$ cat config.mk
export PLATFORM = sky130hd
export DESIGN_NAME = ipc_carrier_ctrl
export DESIGN_NICKNAME = d
export VERILOG_FILES = /design/src/rtl/ipc_pkg.sv /design/src/rtl/ipc_carrier_ctrl.sv
export SDC_FILE = /design/constraint.sdc
export NUM_CORES = 2
export LEC_CHECK = 0
export ABC_AREA = 1
export BUFFER_PORTS_ARGS = -buffer_cell sky130_fd_sc_hd__clkbuf_2
export CORE_ASPECT_RATIO = 0.6
export CORE_MARGIN = 5
export CORE_UTILIZATION = 55
export CTS_CLUSTER_DIAMETER = 50
export DETAILED_ROUTE_END_ITERATION = 10
export PLACE_DENSITY_LB_ADDON = 0.05
export SETUP_SLACK_MARGIN = 0.3
export SYNTH_ARGS = -nofsm -noshare
export SYNTH_HDL_FRONTEND = slang
export SYNTH_SLANG_ARGS = --single-unit
$ cat constraint.sdc
create_clock -name clk -period 109.7 [get_ports clk]
set_input_delay 10.97 -clock clk [delete_from_list [all_inputs] [get_ports clk]]
set_output_delay 10.97 -clock clk [all_outputs]
set_load 0.02 [all_outputs]
$ cat src/rtl/ipc_pkg.sv
/*
  Package for the inverter carrier and modulation control block: register
  offsets, reset values, setting ranges, field widths and shared types.
  Assumes a 10 MHz system clock and a plain register port with byte offsets.
*/
package ipc_pkg;

  // ----------------------------------------------------------------------
  // Clock and timing
  // ----------------------------------------------------------------------
  localparam int CLK_HZ       = 10_000_000;  // System clock rate in Hz.
  localparam int TRIAL_UNIT_S = 1;           // One trial count is one second.
  localparam int SEC_CYCLES   = CLK_HZ * TRIAL_UNIT_S;

  // ----------------------------------------------------------------------
  // Register offsets (byte addresses, one aligned word each)
  // ----------------------------------------------------------------------
  localparam logic [7:0] A_ADJ    = 8'h00;  // Carrier adjust select.
  localparam logic [7:0] A_LOCAR  = 8'h04;  // Low-speed carrier, 0.1 kHz.
  localparam logic [7:0] A_HICAR  = 8'h08;  // High-speed carrier, 0.1 kHz.
  localparam logic [7:0] A_LOPT   = 8'h0C;  // Lower switch point, 0.01 Hz.
  localparam logic [7:0] A_HIPT   = 8'h10;  // Upper switch point, 0.01 Hz.
  localparam logic [7:0] A_SCHEME = 8'h14;
  localparam logic [7:0] A_DPWM   = 8'h18;  // Discontinuous threshold, percent.
  localparam logic [7:0] A_LIMIT  = 8'h1C;  // Modulation index limit, percent.
  localparam logic [7:0] A_AVR    = 8'h20;
  localparam logic [7:0] A_BRAKE  = 8'h24;
  localparam logic [7:0] A_SWAP   = 8'h28;
  localparam logic [7:0] A_FAN    = 8'h2C;
  localparam logic [7:0] A_DUTY   = 8'h30;
  localparam logic [7:0] A_TRIAL  = 8'h34;  // Trial time, seconds.
  localparam logic [7:0] A_FANTMP = 8'h38;  // Fan temperature threshold.
  localparam logic [7:0] A_BUSNOM = 8'h3C;  // Nominal bus voltage, V.
  localparam logic [7:0] A_BASE   = 8'h40;  // Fixed carrier, 0.1 kHz.
  localparam logic [7:0] A_STATE  = 8'h44;  // Read only block state.
  localparam logic [7:0] A_INTST  = 8'h48;  // Sticky events, write one to clear.
  localparam logic [7:0] A_INTMSK = 8'h4C;

  // ----------------------------------------------------------------------
  // Ranges and reset values
  // ----------------------------------------------------------------------
  localparam logic [15:0] CAR_MIN    = 16'h000A;  // 1.0 kHz.
  localparam logic [15:0] CAR_MAX    = 16'h0096;  // 15.0 kHz.
  localparam logic [15:0] CAR_RST    = 16'h0028;  // 4.0 kHz.
  localparam logic [15:0] PT_MIN     = 16'h0000;
  localparam logic [15:0] PT_MAX     = 16'hEA60;  // 600.00 Hz.
  localparam logic [15:0] LOPT_RST   = 16'h03E8;  // 10.00 Hz.
  localparam logic [15:0] HIPT_RST   = 16'h1388;  // 50.00 Hz.
  localparam logic [15:0] DPWM_MIN   = 16'h000A;  // 10 %.
  localparam logic [15:0] DPWM_MAX   = 16'h0064;  // 100 %.
  localparam logic [15:0] DPWM_RST   = 16'h001E;  // 30 %.
  localparam logic [15:0] LIM_MIN    = 16'h0064;  // 100 %.
  localparam logic [15:0] LIM_MAX    = 16'h006E;  // 110 %.
  localparam logic [15:0] LIM_RST    = 16'h0069;  // 105 %.
  localparam logic [15:0] BUSNOM_RST = 16'h021C;  // 540 V.
  localparam logic [15:0] FANTMP_RST = 16'h0032;
  localparam logic [15:0] TRIAL_MAX  = 16'hFFFF;
  localparam logic [3:0]  LFSR_MID   = 4'h8;      // Centre of the random spread.
  localparam logic [15:0] LFSR_SEED  = 16'hACE1;
  localparam logic [15:0] LFSR_TAPS  = 16'hB400;

  // Interrupt bit positions.
  localparam int IRQ_TRIAL = 0;
  localparam int IRQ_CLAMP = 1;
  localparam int IRQ_W     = 2;

  // ----------------------------------------------------------------------
  // Types
  // ----------------------------------------------------------------------
  typedef enum logic [1:0] {SCH_SVPWM, SCH_DPWM, SCH_RANDOM, SCH_SPWM} ipc_scheme_t;
  typedef enum logic [1:0] {BRK_OFF, BRK_ON, BRK_RAMP, BRK_RSVD} ipc_brake_t;
  typedef enum logic [1:0] {FAN_RUN, FAN_ALWAYS, FAN_TEMP, FAN_RSVD} ipc_fan_t;

  typedef struct packed {
    logic        adj_en;
    logic [7:0]  lo_car;
    logic [7:0]  hi_car;
    logic [15:0] lo_pt;
    logic [15:0] hi_pt;
    ipc_scheme_t scheme;
    logic [7:0]  dpwm_thr;
    logic [7:0]  mod_lim;
    logic        avr_en;
    ipc_brake_t  brake;
    logic        swap;
    ipc_fan_t    fan;
    logic        duty;
    logic [15:0] trial;
    logic [11:0] fan_tmp;
    logic [11:0] bus_nom;
    logic [7:0]  base_car;
  } ipc_cfg_t;

  // Three phase switch commands, bit 0 U, bit 1 V, bit 2 W.
  typedef struct packed {
    logic w;
    logic v;
    logic u;
  } ipc_phase_t;

endpackage

$ cat src/rtl/ipc_carrier_ctrl.sv
/*
  Carrier frequency, modulation scheme, overmodulation limit, bus voltage
  compensation, braking chopper, phase swap, fan and trial timer control.
  Assumes synchronous inputs on clk and a register master that never
  issues read and write strobes in the same cycle.
*/
// Our own choices: strobed register access and the register offsets.
// Overview of operation
// - Above upper point use high-speed carrier.
// - Below lower point use low-speed carrier.
// - Adjust select bit zero enables adjustment.
// - Carrier settings clamp to 1.0-15.0 kHz.
// - Four modulation schemes, space vector default.
// - Random scheme dithers carrier for broadband noise.
// - Discontinuous mode at or above threshold, 10-100 percent.
// - Modulation index limited to 100-110 percent.
// - Compensate modulation for bus voltage when enabled.
// - Brake chopper off, on, or ramp only.
// - Phase swap exchanges V and W drives.
// - Fan runs by run, always, temperature.
// - Duty type selects constant or light load.
// - Trial time elapse stops output, raises fault.
`timescale 1ns/1ps
module ipc_carrier_ctrl
  import ipc_pkg::*;
#(
  parameter int SEC_TICKS = SEC_CYCLES
) (
  input  wire logic        clk,
  input  wire logic        arst_n,
  input  wire logic [7:0]  reg_addr,
  input  wire logic [31:0] reg_wdata,
  input  wire logic        reg_wr,
  input  wire logic        reg_rd,
  output      logic [31:0] reg_rdata,
  input  wire logic [15:0] out_freq,
  input  wire logic [7:0]  mod_index,
  input  wire logic [11:0] bus_voltage,
  input  wire logic [11:0] drive_temp,
  input  wire logic        drive_running,
  input  wire logic        ramp_stop_active,
  input  wire logic        brake_request,
  input  wire logic        brake_fitted,
  input  wire ipc_phase_t  phase_in,
  output      logic [7:0]  carrier_freq,
  output      logic        dpwm_active,
  output      logic [7:0]  mod_cmd,
  output      ipc_phase_t  phase_out,
  output      logic        brake_gate,
  output      logic        fan_on,
  output      logic        duty_light,
  output      logic        output_stop,
  output      logic        trial_expired_fault,
  output      logic        irq
);

  // ----------------------------------------------------------------------
  // Helpers
  // ----------------------------------------------------------------------
  // Range clamp shared by the carrier, switch point, threshold, limit and trial writes.
  function automatic logic [15:0] clamp16(input logic [31:0] v, input logic [15:0] lo, input logic [15:0] hi);
    logic [15:0] r;
    r = v[15:0];
    if (v < {16'h0000, lo}) begin
      r = lo;
    end else if (v > {16'h0000, hi}) begin
      r = hi;
    end
    return r;
  endfunction

  typedef enum logic [1:0] {TR_IDLE, TR_COUNT, TR_EXPIRED} ipc_trial_t;
  ipc_cfg_t            cfg_reg;
  logic [IRQ_W-1:0]    int_st_reg;
  logic [IRQ_W-1:0]    int_msk_reg;
  logic [31:0]         rdata_reg;
  logic [7:0]          carrier_reg;
  logic                dpwm_reg;
  logic [7:0]          mod_reg;
  ipc_phase_t          phase_reg;
  logic                brake_reg;
  logic                fan_reg;
  logic [15:0]         lfsr_reg;
  logic [23:0]         div_reg;
  logic [15:0]         trial_cnt_reg;
  ipc_trial_t          trial_reg;
  ipc_trial_t          trial_next;

  // ----------------------------------------------------------------------
  // Register writes
  // ----------------------------------------------------------------------
  wire wr_intst = reg_wr && (reg_addr == A_INTST);
  // Out-of-range settings are clamped rather than refused.
  always_ff @(posedge clk or negedge arst_n) begin
    if (!arst_n) begin
      cfg_reg <= '{adj_en: 1'b0, lo_car: CAR_RST[7:0], hi_car: CAR_RST[7:0], lo_pt: LOPT_RST, hi_pt: HIPT_RST,
                   scheme: SCH_SVPWM, dpwm_thr: DPWM_RST[7:0], mod_lim: LIM_RST[7:0], avr_en: 1'b1,
                   brake: BRK_ON, swap: 1'b0, fan: FAN_RUN, duty: 1'b0, trial: 16'h0000,
                   fan_tmp: FANTMP_RST[11:0], bus_nom: BUSNOM_RST[11:0], base_car: CAR_RST[7:0]};
      int_msk_reg <= '0;
    end else if (reg_wr) begin
      if (reg_addr == A_ADJ) begin
        cfg_reg.adj_en <= reg_wdata[0];
      end else if (reg_addr == A_LOCAR) begin
        cfg_reg.lo_car <= 8'(clamp16(reg_wdata, CAR_MIN, CAR_MAX));
      end else if (reg_addr == A_HICAR) begin
        cfg_reg.hi_car <= 8'(clamp16(reg_wdata, CAR_MIN, CAR_MAX));
      end else if (reg_addr == A_LOPT) begin
        cfg_reg.lo_pt <= clamp16(reg_wdata, PT_MIN, PT_MAX);
      end else if (reg_addr == A_HIPT) begin
        cfg_reg.hi_pt <= clamp16(reg_wdata, PT_MIN, PT_MAX);
      end else if (reg_addr == A_SCHEME) begin
        cfg_reg.scheme <= ipc_scheme_t'(reg_wdata[1:0]);
      end else if (reg_addr == A_DPWM) begin
        cfg_reg.dpwm_thr <= 8'(clamp16(reg_wdata, DPWM_MIN, DPWM_MAX));
      end else if (reg_addr == A_LIMIT) begin
        cfg_reg.mod_lim <= 8'(clamp16(reg_wdata, LIM_MIN, LIM_MAX));
      end else if (reg_addr == A_AVR) begin
        cfg_reg.avr_en <= reg_wdata[0];
      end else if (reg_addr == A_BRAKE) begin
        cfg_reg.brake <= (reg_wdata[1:0] == BRK_RSVD) ? BRK_ON : ipc_brake_t'(reg_wdata[1:0]);
      end else if (reg_addr == A_SWAP) begin
        cfg_reg.swap <= reg_wdata[0];
      end else if (reg_addr == A_FAN) begin
        cfg_reg.fan <= (reg_wdata[1:0] == FAN_RSVD) ? FAN_RUN : ipc_fan_t'(reg_wdata[1:0]);
      end else if (reg_addr == A_DUTY) begin
        cfg_reg.duty <= reg_wdata[0];
      end else if (reg_addr == A_TRIAL) begin
        cfg_reg.trial <= clamp16(reg_wdata, 16'h0000, TRIAL_MAX);
      end else if (reg_addr == A_FANTMP) begin
        cfg_reg.fan_tmp <= reg_wdata[11:0];
      end else if (reg_addr == A_BUSNOM) begin
        cfg_reg.bus_nom <= reg_wdata[11:0];
      end else if (reg_addr == A_BASE) begin
        cfg_reg.base_car <= 8'(clamp16(reg_wdata, CAR_MIN, CAR_MAX));
      end else if (reg_addr == A_INTMSK) begin
        int_msk_reg <= reg_wdata[IRQ_W-1:0];
      end
    end
  end

  // ----------------------------------------------------------------------
  // Carrier selection by output frequency
  // ----------------------------------------------------------------------
  // A span of zero would divide by zero, so the high or low branch covers it.
  wire              above_hi  = out_freq > cfg_reg.hi_pt;
  wire              below_lo  = (out_freq < cfg_reg.lo_pt) || (cfg_reg.hi_pt <= cfg_reg.lo_pt);
  wire [16:0]       span      = {1'b0, cfg_reg.hi_pt} - {1'b0, cfg_reg.lo_pt};
  wire [16:0]       f_off     = {1'b0, out_freq} - {1'b0, cfg_reg.lo_pt};
  wire signed [9:0] car_delta = $signed({2'b00, cfg_reg.hi_car}) - $signed({2'b00, cfg_reg.lo_car});
  wire signed [27:0] prod     = car_delta * $signed({1'b0, f_off});
  wire signed [27:0] quot     = prod / $signed({11'h000, span});
  wire [7:0]        interp    = cfg_reg.lo_car + quot[7:0];
  wire [7:0]        car_sel   = !cfg_reg.adj_en ? cfg_reg.base_car :
                                above_hi ? cfg_reg.hi_car :
                                below_lo ? cfg_reg.lo_car :
                                interp;

  // Random scheme spreads the carrier by up to eight tenths of a kHz down and seven tenths up.
  wire [8:0] dith     = {1'b0, car_sel} + {5'h00, lfsr_reg[3:0]} - {5'h00, LFSR_MID};
  wire [7:0] car_rand = 8'(clamp16({23'h000000, dith}, CAR_MIN, CAR_MAX));
  wire [7:0] car_fin  = (cfg_reg.scheme == SCH_RANDOM) ? car_rand : car_sel;

  // ----------------------------------------------------------------------
  // Modulation limit and bus compensation
  // ----------------------------------------------------------------------
  // A collapsed bus reading leaves the index uncompensated instead of dividing by zero.
  wire [19:0] comp_raw = ({12'h000, mod_index} * {8'h00, cfg_reg.bus_nom}) / {8'h00, bus_voltage};
  wire [19:0] comp     = (cfg_reg.avr_en && bus_voltage != 12'h000) ? comp_raw : {12'h000, mod_index};
  wire        clamp_ev = comp > {12'h000, cfg_reg.mod_lim};
  wire [7:0]  mod_lim  = clamp_ev ? cfg_reg.mod_lim : comp[7:0];
  wire        dpwm_sel = (cfg_reg.scheme == SCH_DPWM) && (mod_lim >= cfg_reg.dpwm_thr);

  // ----------------------------------------------------------------------
  // Power stage steering
  // ----------------------------------------------------------------------
  wire        stop_now  = (trial_reg == TR_EXPIRED);
  wire ipc_phase_t ph_swap = cfg_reg.swap ? {phase_in.v, phase_in.w, phase_in.u} : phase_in;
  wire brk_mode = (cfg_reg.brake == BRK_ON) || ((cfg_reg.brake == BRK_RAMP) && ramp_stop_active);
  wire brk_sel  = brake_fitted && brake_request && brk_mode;
  wire fan_sel  = (cfg_reg.fan == FAN_ALWAYS) ||
                  ((cfg_reg.fan == FAN_RUN) && drive_running) ||
                  ((cfg_reg.fan == FAN_TEMP) && (drive_temp >= cfg_reg.fan_tmp));

  // Output stage flops; the stopped drive forces the phase switches and modulation off, but not the brake gate.
  always_ff @(posedge clk or negedge arst_n) begin
    if (!arst_n) begin
      carrier_reg <= CAR_RST[7:0];
      dpwm_reg    <= 1'b0;
      mod_reg     <= 8'h00;
      phase_reg   <= '0;
      brake_reg   <= 1'b0;
      fan_reg     <= 1'b0;
      lfsr_reg    <= LFSR_SEED;
    end else begin
      carrier_reg <= car_fin;
      dpwm_reg    <= dpwm_sel;
      mod_reg     <= stop_now ? 8'h00 : mod_lim;
      phase_reg   <= stop_now ? '0 : ph_swap;
      brake_reg   <= brk_sel;
      fan_reg     <= fan_sel;
      lfsr_reg    <= lfsr_reg[0] ? ((lfsr_reg >> 1) ^ LFSR_TAPS) : (lfsr_reg >> 1);
    end
  end

  // ----------------------------------------------------------------------
  // Trial timer
  // ----------------------------------------------------------------------
  wire sec_tick = (div_reg == 24'(SEC_TICKS - 1));

  // Writing zero is the only way out of the expired state short of reset.
  always_comb begin
    trial_next = trial_reg;
    case (trial_reg)
      TR_IDLE: begin
        if (cfg_reg.trial != 16'h0000) begin
          trial_next = TR_COUNT;
        end
      end
      TR_COUNT: begin
        if (cfg_reg.trial == 16'h0000) begin
          trial_next = TR_IDLE;
        end else if (trial_cnt_reg >= cfg_reg.trial) begin
          trial_next = TR_EXPIRED;
        end
      end
      default: begin
        if (cfg_reg.trial == 16'h0000) begin
          trial_next = TR_IDLE;
        end
      end
    endcase
  end

  always_ff @(posedge clk or negedge arst_n) begin
    if (!arst_n) begin
      trial_reg     <= TR_IDLE;
      div_reg       <= 24'h000000;
      trial_cnt_reg <= 16'h0000;
    end else begin
      trial_reg     <= trial_next;
      div_reg       <= sec_tick ? 24'h000000 : div_reg + 24'h000001;
      if (trial_reg != TR_COUNT) begin
        trial_cnt_reg <= 16'h0000;
      end else if (sec_tick) begin
        trial_cnt_reg <= trial_cnt_reg + 16'h0001;
      end
    end
  end

  // ----------------------------------------------------------------------
  // Interrupts and read port
  // ----------------------------------------------------------------------
  wire [IRQ_W-1:0] events = {clamp_ev, (trial_reg == TR_COUNT) && (trial_next == TR_EXPIRED)};
  wire [IRQ_W-1:0] clr    = wr_intst ? reg_wdata[IRQ_W-1:0] : '0;
  wire [31:0] state_word  = {20'h00000, 1'b0, stop_now, dpwm_reg, 1'b0, carrier_reg};
  wire [31:0] rd_mux      = (reg_addr == A_STATE)  ? state_word :
                            (reg_addr == A_INTST)  ? {30'h00000000, int_st_reg} :
                            (reg_addr == A_INTMSK) ? {30'h00000000, int_msk_reg} :
                            (reg_addr == A_TRIAL)  ? {16'h0000, cfg_reg.trial} :
                            (reg_addr == A_LOCAR)  ? {24'h000000, cfg_reg.lo_car} :
                            (reg_addr == A_HICAR)  ? {24'h000000, cfg_reg.hi_car} :
                            (reg_addr == A_LIMIT)  ? {24'h000000, cfg_reg.mod_lim} :
                            (reg_addr == A_SCHEME) ? {30'h00000000, cfg_reg.scheme} : 32'h00000000;

  // A new event in the clearing cycle survives the clear.
  always_ff @(posedge clk or negedge arst_n) begin
    if (!arst_n) begin
      int_st_reg <= '0;
      rdata_reg  <= 32'h00000000;
    end else begin
      int_st_reg <= (int_st_reg & ~clr) | events;
      rdata_reg  <= reg_rd ? rd_mux : 32'h00000000;
    end
  end

  assign reg_rdata           = rdata_reg;
  assign carrier_freq        = carrier_reg;
  assign dpwm_active         = dpwm_reg;
  assign mod_cmd             = mod_reg;
  assign phase_out           = phase_reg;
  assign brake_gate          = brake_reg;
  assign fan_on              = fan_reg;
  assign duty_light          = cfg_reg.duty;
  assign output_stop         = stop_now;
  assign trial_expired_fault = stop_now;
  assign irq                 = |(int_st_reg & int_msk_reg);
endmodule

==> impl_metrics.csv <==
group,metric,value,unit
status,status,"complete, no violations",
synthesis,ys_seq_area_share,11.7,%
setup_path,crit_required,110.08,ns
synthesis,synth_area_per_cell,6.58,um^2
floorplanning,rows,84,
setup_path,critical_path.max_fanout,48,
routing,drtPass1Iterations,6,
clock_network,clock-sinks,222,
synthesis,ys.flop_type,"dfrtp_1",
placement,portBuffers,140,
timing,report.final.slew_viol_count,0,
clock_network,post_cts_buffers,0,
placement,hpwl,118000,um
layout,syn_to_final_growth,5.59,%
floorplanning,io_pins,157,
floorplanning,core,0.0872,mm^2
setup_path,worstSetupPathType,"primary input to register",
layout,layout_common_cells,"1688 x nand2_1, 1204 x inv_1, 746 x ha_1, 592 x nor2_1, 572 x o21ai_0",
clock_network,worstSkewPairLatency,0.54,ns
worst_hold_path,hold_path_class,"register to register",
timing,setup_tns,0,ns
setup_path,cpMostUsedCell,"nand2_1",
global_route,grt.overflow.total,0,
floorplanning,fp.dieH,239,um
clock_network,cts-root-buf,"clkbuf_16",
routing,drtIter0Drc,4137,
synthesis,yosys.cell_types.count,76,
setup_path,cpPeakStageDelay,0.52,ns
clock_network,cts_tree,"done",
synthesis,postSynthCellCount,7321,
timing,setup_ws,10.05,ns
placement,dp_slack,7.21,ns
placement,gp_congestion,0.990,
routing,final_antenna_net_count,0,
routing,wl,144000,um
layout,drive_gt1_share,7.41,%
clock_network,htree_levels,1,
routing,num_vias,46780,
floorplanning,fp.dieArea,0.0937,mm^2
setup_path,cp-start-kind,"primary input",
synthesis,ys_ff_latch,222,
clock_network,clkTransAtPathRegs,0.06,ns
timing,finalClockSkew,0.0249,ns
timing,period_share,90.8,%
global_route,grt_pass1_wl,229000,um
clock_network,cts_buffer_depth,3,
layout,final_common_cell,"nand2_1",
setup_path,cp_data_arrival_time,100.03,ns
timing,setup_violations,0,
layout,final_nets,8404,
synthesis,synth.area.top_cells,"ha_1 19%, nand2_1 13%, inv_1 9.4%, dfrtp_1 9.3%, fa_1 7.1%",
timing,worstMarginPinSlew,1.12,ns
clock_network,postCtsHoldBufs,0,
routing,wl_per_cell,16.8,um
global_route,track_usage,30.0,%
timing,max-slew-margin-rel,25.0,%
clock_network,numCtsBuffers,25,
routing,drc,0,
global_route,first_global_vias,41901,
layout,nFillCells,8469,
layout,largest_reg_flops,121,
synthesis,ys_async_sr_fraction,100,%
flow_run,cap_violations,0,
setup_path,cp-end-kind,"register",
global_route,antenna_found_initial,4,
synthesis,syn-cell-area,0.0481,mm^2
synthesis,synth_top_area_share,19.4,%
timing,rsz0062_at_grt,"false",
clock_network,ctsResizeCount,0,
timing,fmax,10.0,MHz
global_route,grt_max_degree,97,
routing,via_per_inst,5.46,
timing,finalHoldViolCount,0,
floorplanning,fp.dieW,392,um
floorplanning,initial_utilization,55.2,%
synthesis,synth_edf_count,0,
synthesis,synth_area_leader_cell,"ha_1",
timing,fin_crit,99.65,ns
synthesis,yosys_warnings,0,
setup_path,slowest_stage,"fa_1",
## synth_stat cells, drive strengths merged, types with 4 or more instances
cell     number
buf          49
nand2      1763
nand3       277
nor4         21
a21oi       484
a21o         86
clkbuf      105
fa          171
o21bai       56
or4           4
nor3         59
a211oi       10
and3          5
clkinv       11
a21boi       10
or2          70
a31oi        17
nand3b       23
nand4        93
o221ai        8
o21ai       617
dfrtp       178
ha          746
o31ai        26
xnor2       173
a221oi        9
inv        1241
o21a         11
o211ai       11
xor2        261
dfstp        44
and2         10
o2111ai       7
nor2        628
o22ai        14
## stage by stage
step           utilization [%]  cells  cell area, um^2  hold slack [ns]
5_1_grt                   58.3   8571            50800            0.351
3_3_place_gp              57.2   8516            49900            0.334
6_report                  58.3   8571            50800            0.348
2_1_floorplan                -   7337            48200            0.331
4_1_cts                   58.1   8562            50700            0.349
3_5_place_dp              57.2   8516            49900            0.336
## per-layer routing
| layer | GRT usage, % | up-vias | part of all wire (%) |
|---|---|---|---|
| met2 | 38.5 | 1775 | 35 |
| met5 | 0 | - | 0.019 |
| li1 | - | 23821 | - |
| met4 | 4.07 | 4 | 1.5 |
| met1 | 50.4 | 21037 | 53 |
| met3 | 6.48 | 143 | 10 |
## layout make-up
type / instances / area [um^2] / share of cell area [%]
repair buffers: 172 / 951 / 1.87
clock buffers: 32 / 682 / 1.34
multi-input cells: 5711 / 37300 / 73.3
repair inverters: 4 / 20.0 / 0.0394
flip-flops and latches: 222 / 5610 / 11.0
inverters: 1252 / 4720 / 9.29
well taps: 1161 / 1450 / 2.86
clock inverters: 14 / 138 / 0.271
diodes: 3 / 7.51 / 0.0148
## kinds of logic (layout without fill, tap and decap cells)
| logic type | after synthesis | after routing | synth area share [%] |
|---|---|---|---|
| compound gates | 1380 | 1380 | 16.0 |
| xor+xnor | 434 | 434 | 7.91 |
| fa+ha+maj | 917 | 917 | 26.5 |
| buf+inv | 1406 | 1474 | 11.3 |
| flops | 222 | 222 | 11.7 |
| mux | 4 | 4 | 0.0884 |
| other cells | 1 | 20 | 0.00779 |
| simple gates | 2957 | 2959 | 26.5 |
## final timing paths
kind	start	end	slack, ns	cells past startpoint
worst max-delay path	out_freq[0]	carrier_freq[4]	10.05	591
worst min-delay path	lfsr_reg[8]	lfsr_reg[7]	0.35	0
worst max register to register	cfg_reg[90]	carrier_freq[4]	20.17	590
worst min register to register	lfsr_reg[8]	lfsr_reg[7]	0.35	0
max in group asynchronous	arst_n	mod_cmd[5]	97.71	2
min in group asynchronous	arst_n	cfg_reg[104]	10.41	1
## worst max-delay path, delay by kind of cell
| kind | cells | cell delay [ns] |
|---|---|---|
| adder cells (fa/ha/maj) | 38 | 12.71 |
| XOR/XNOR | 3 | 0.83 |
| buffers and inverters | 109 | 10.25 |
| AND/OR/NAND/NOR | 219 | 24.69 |
| AO/OA/AOI/OAI | 222 | 40.38 |
Power is left out: the tool's default activity adds up to more than one toggle a clock period on the data nets, which glitch-free logic cannot reach.
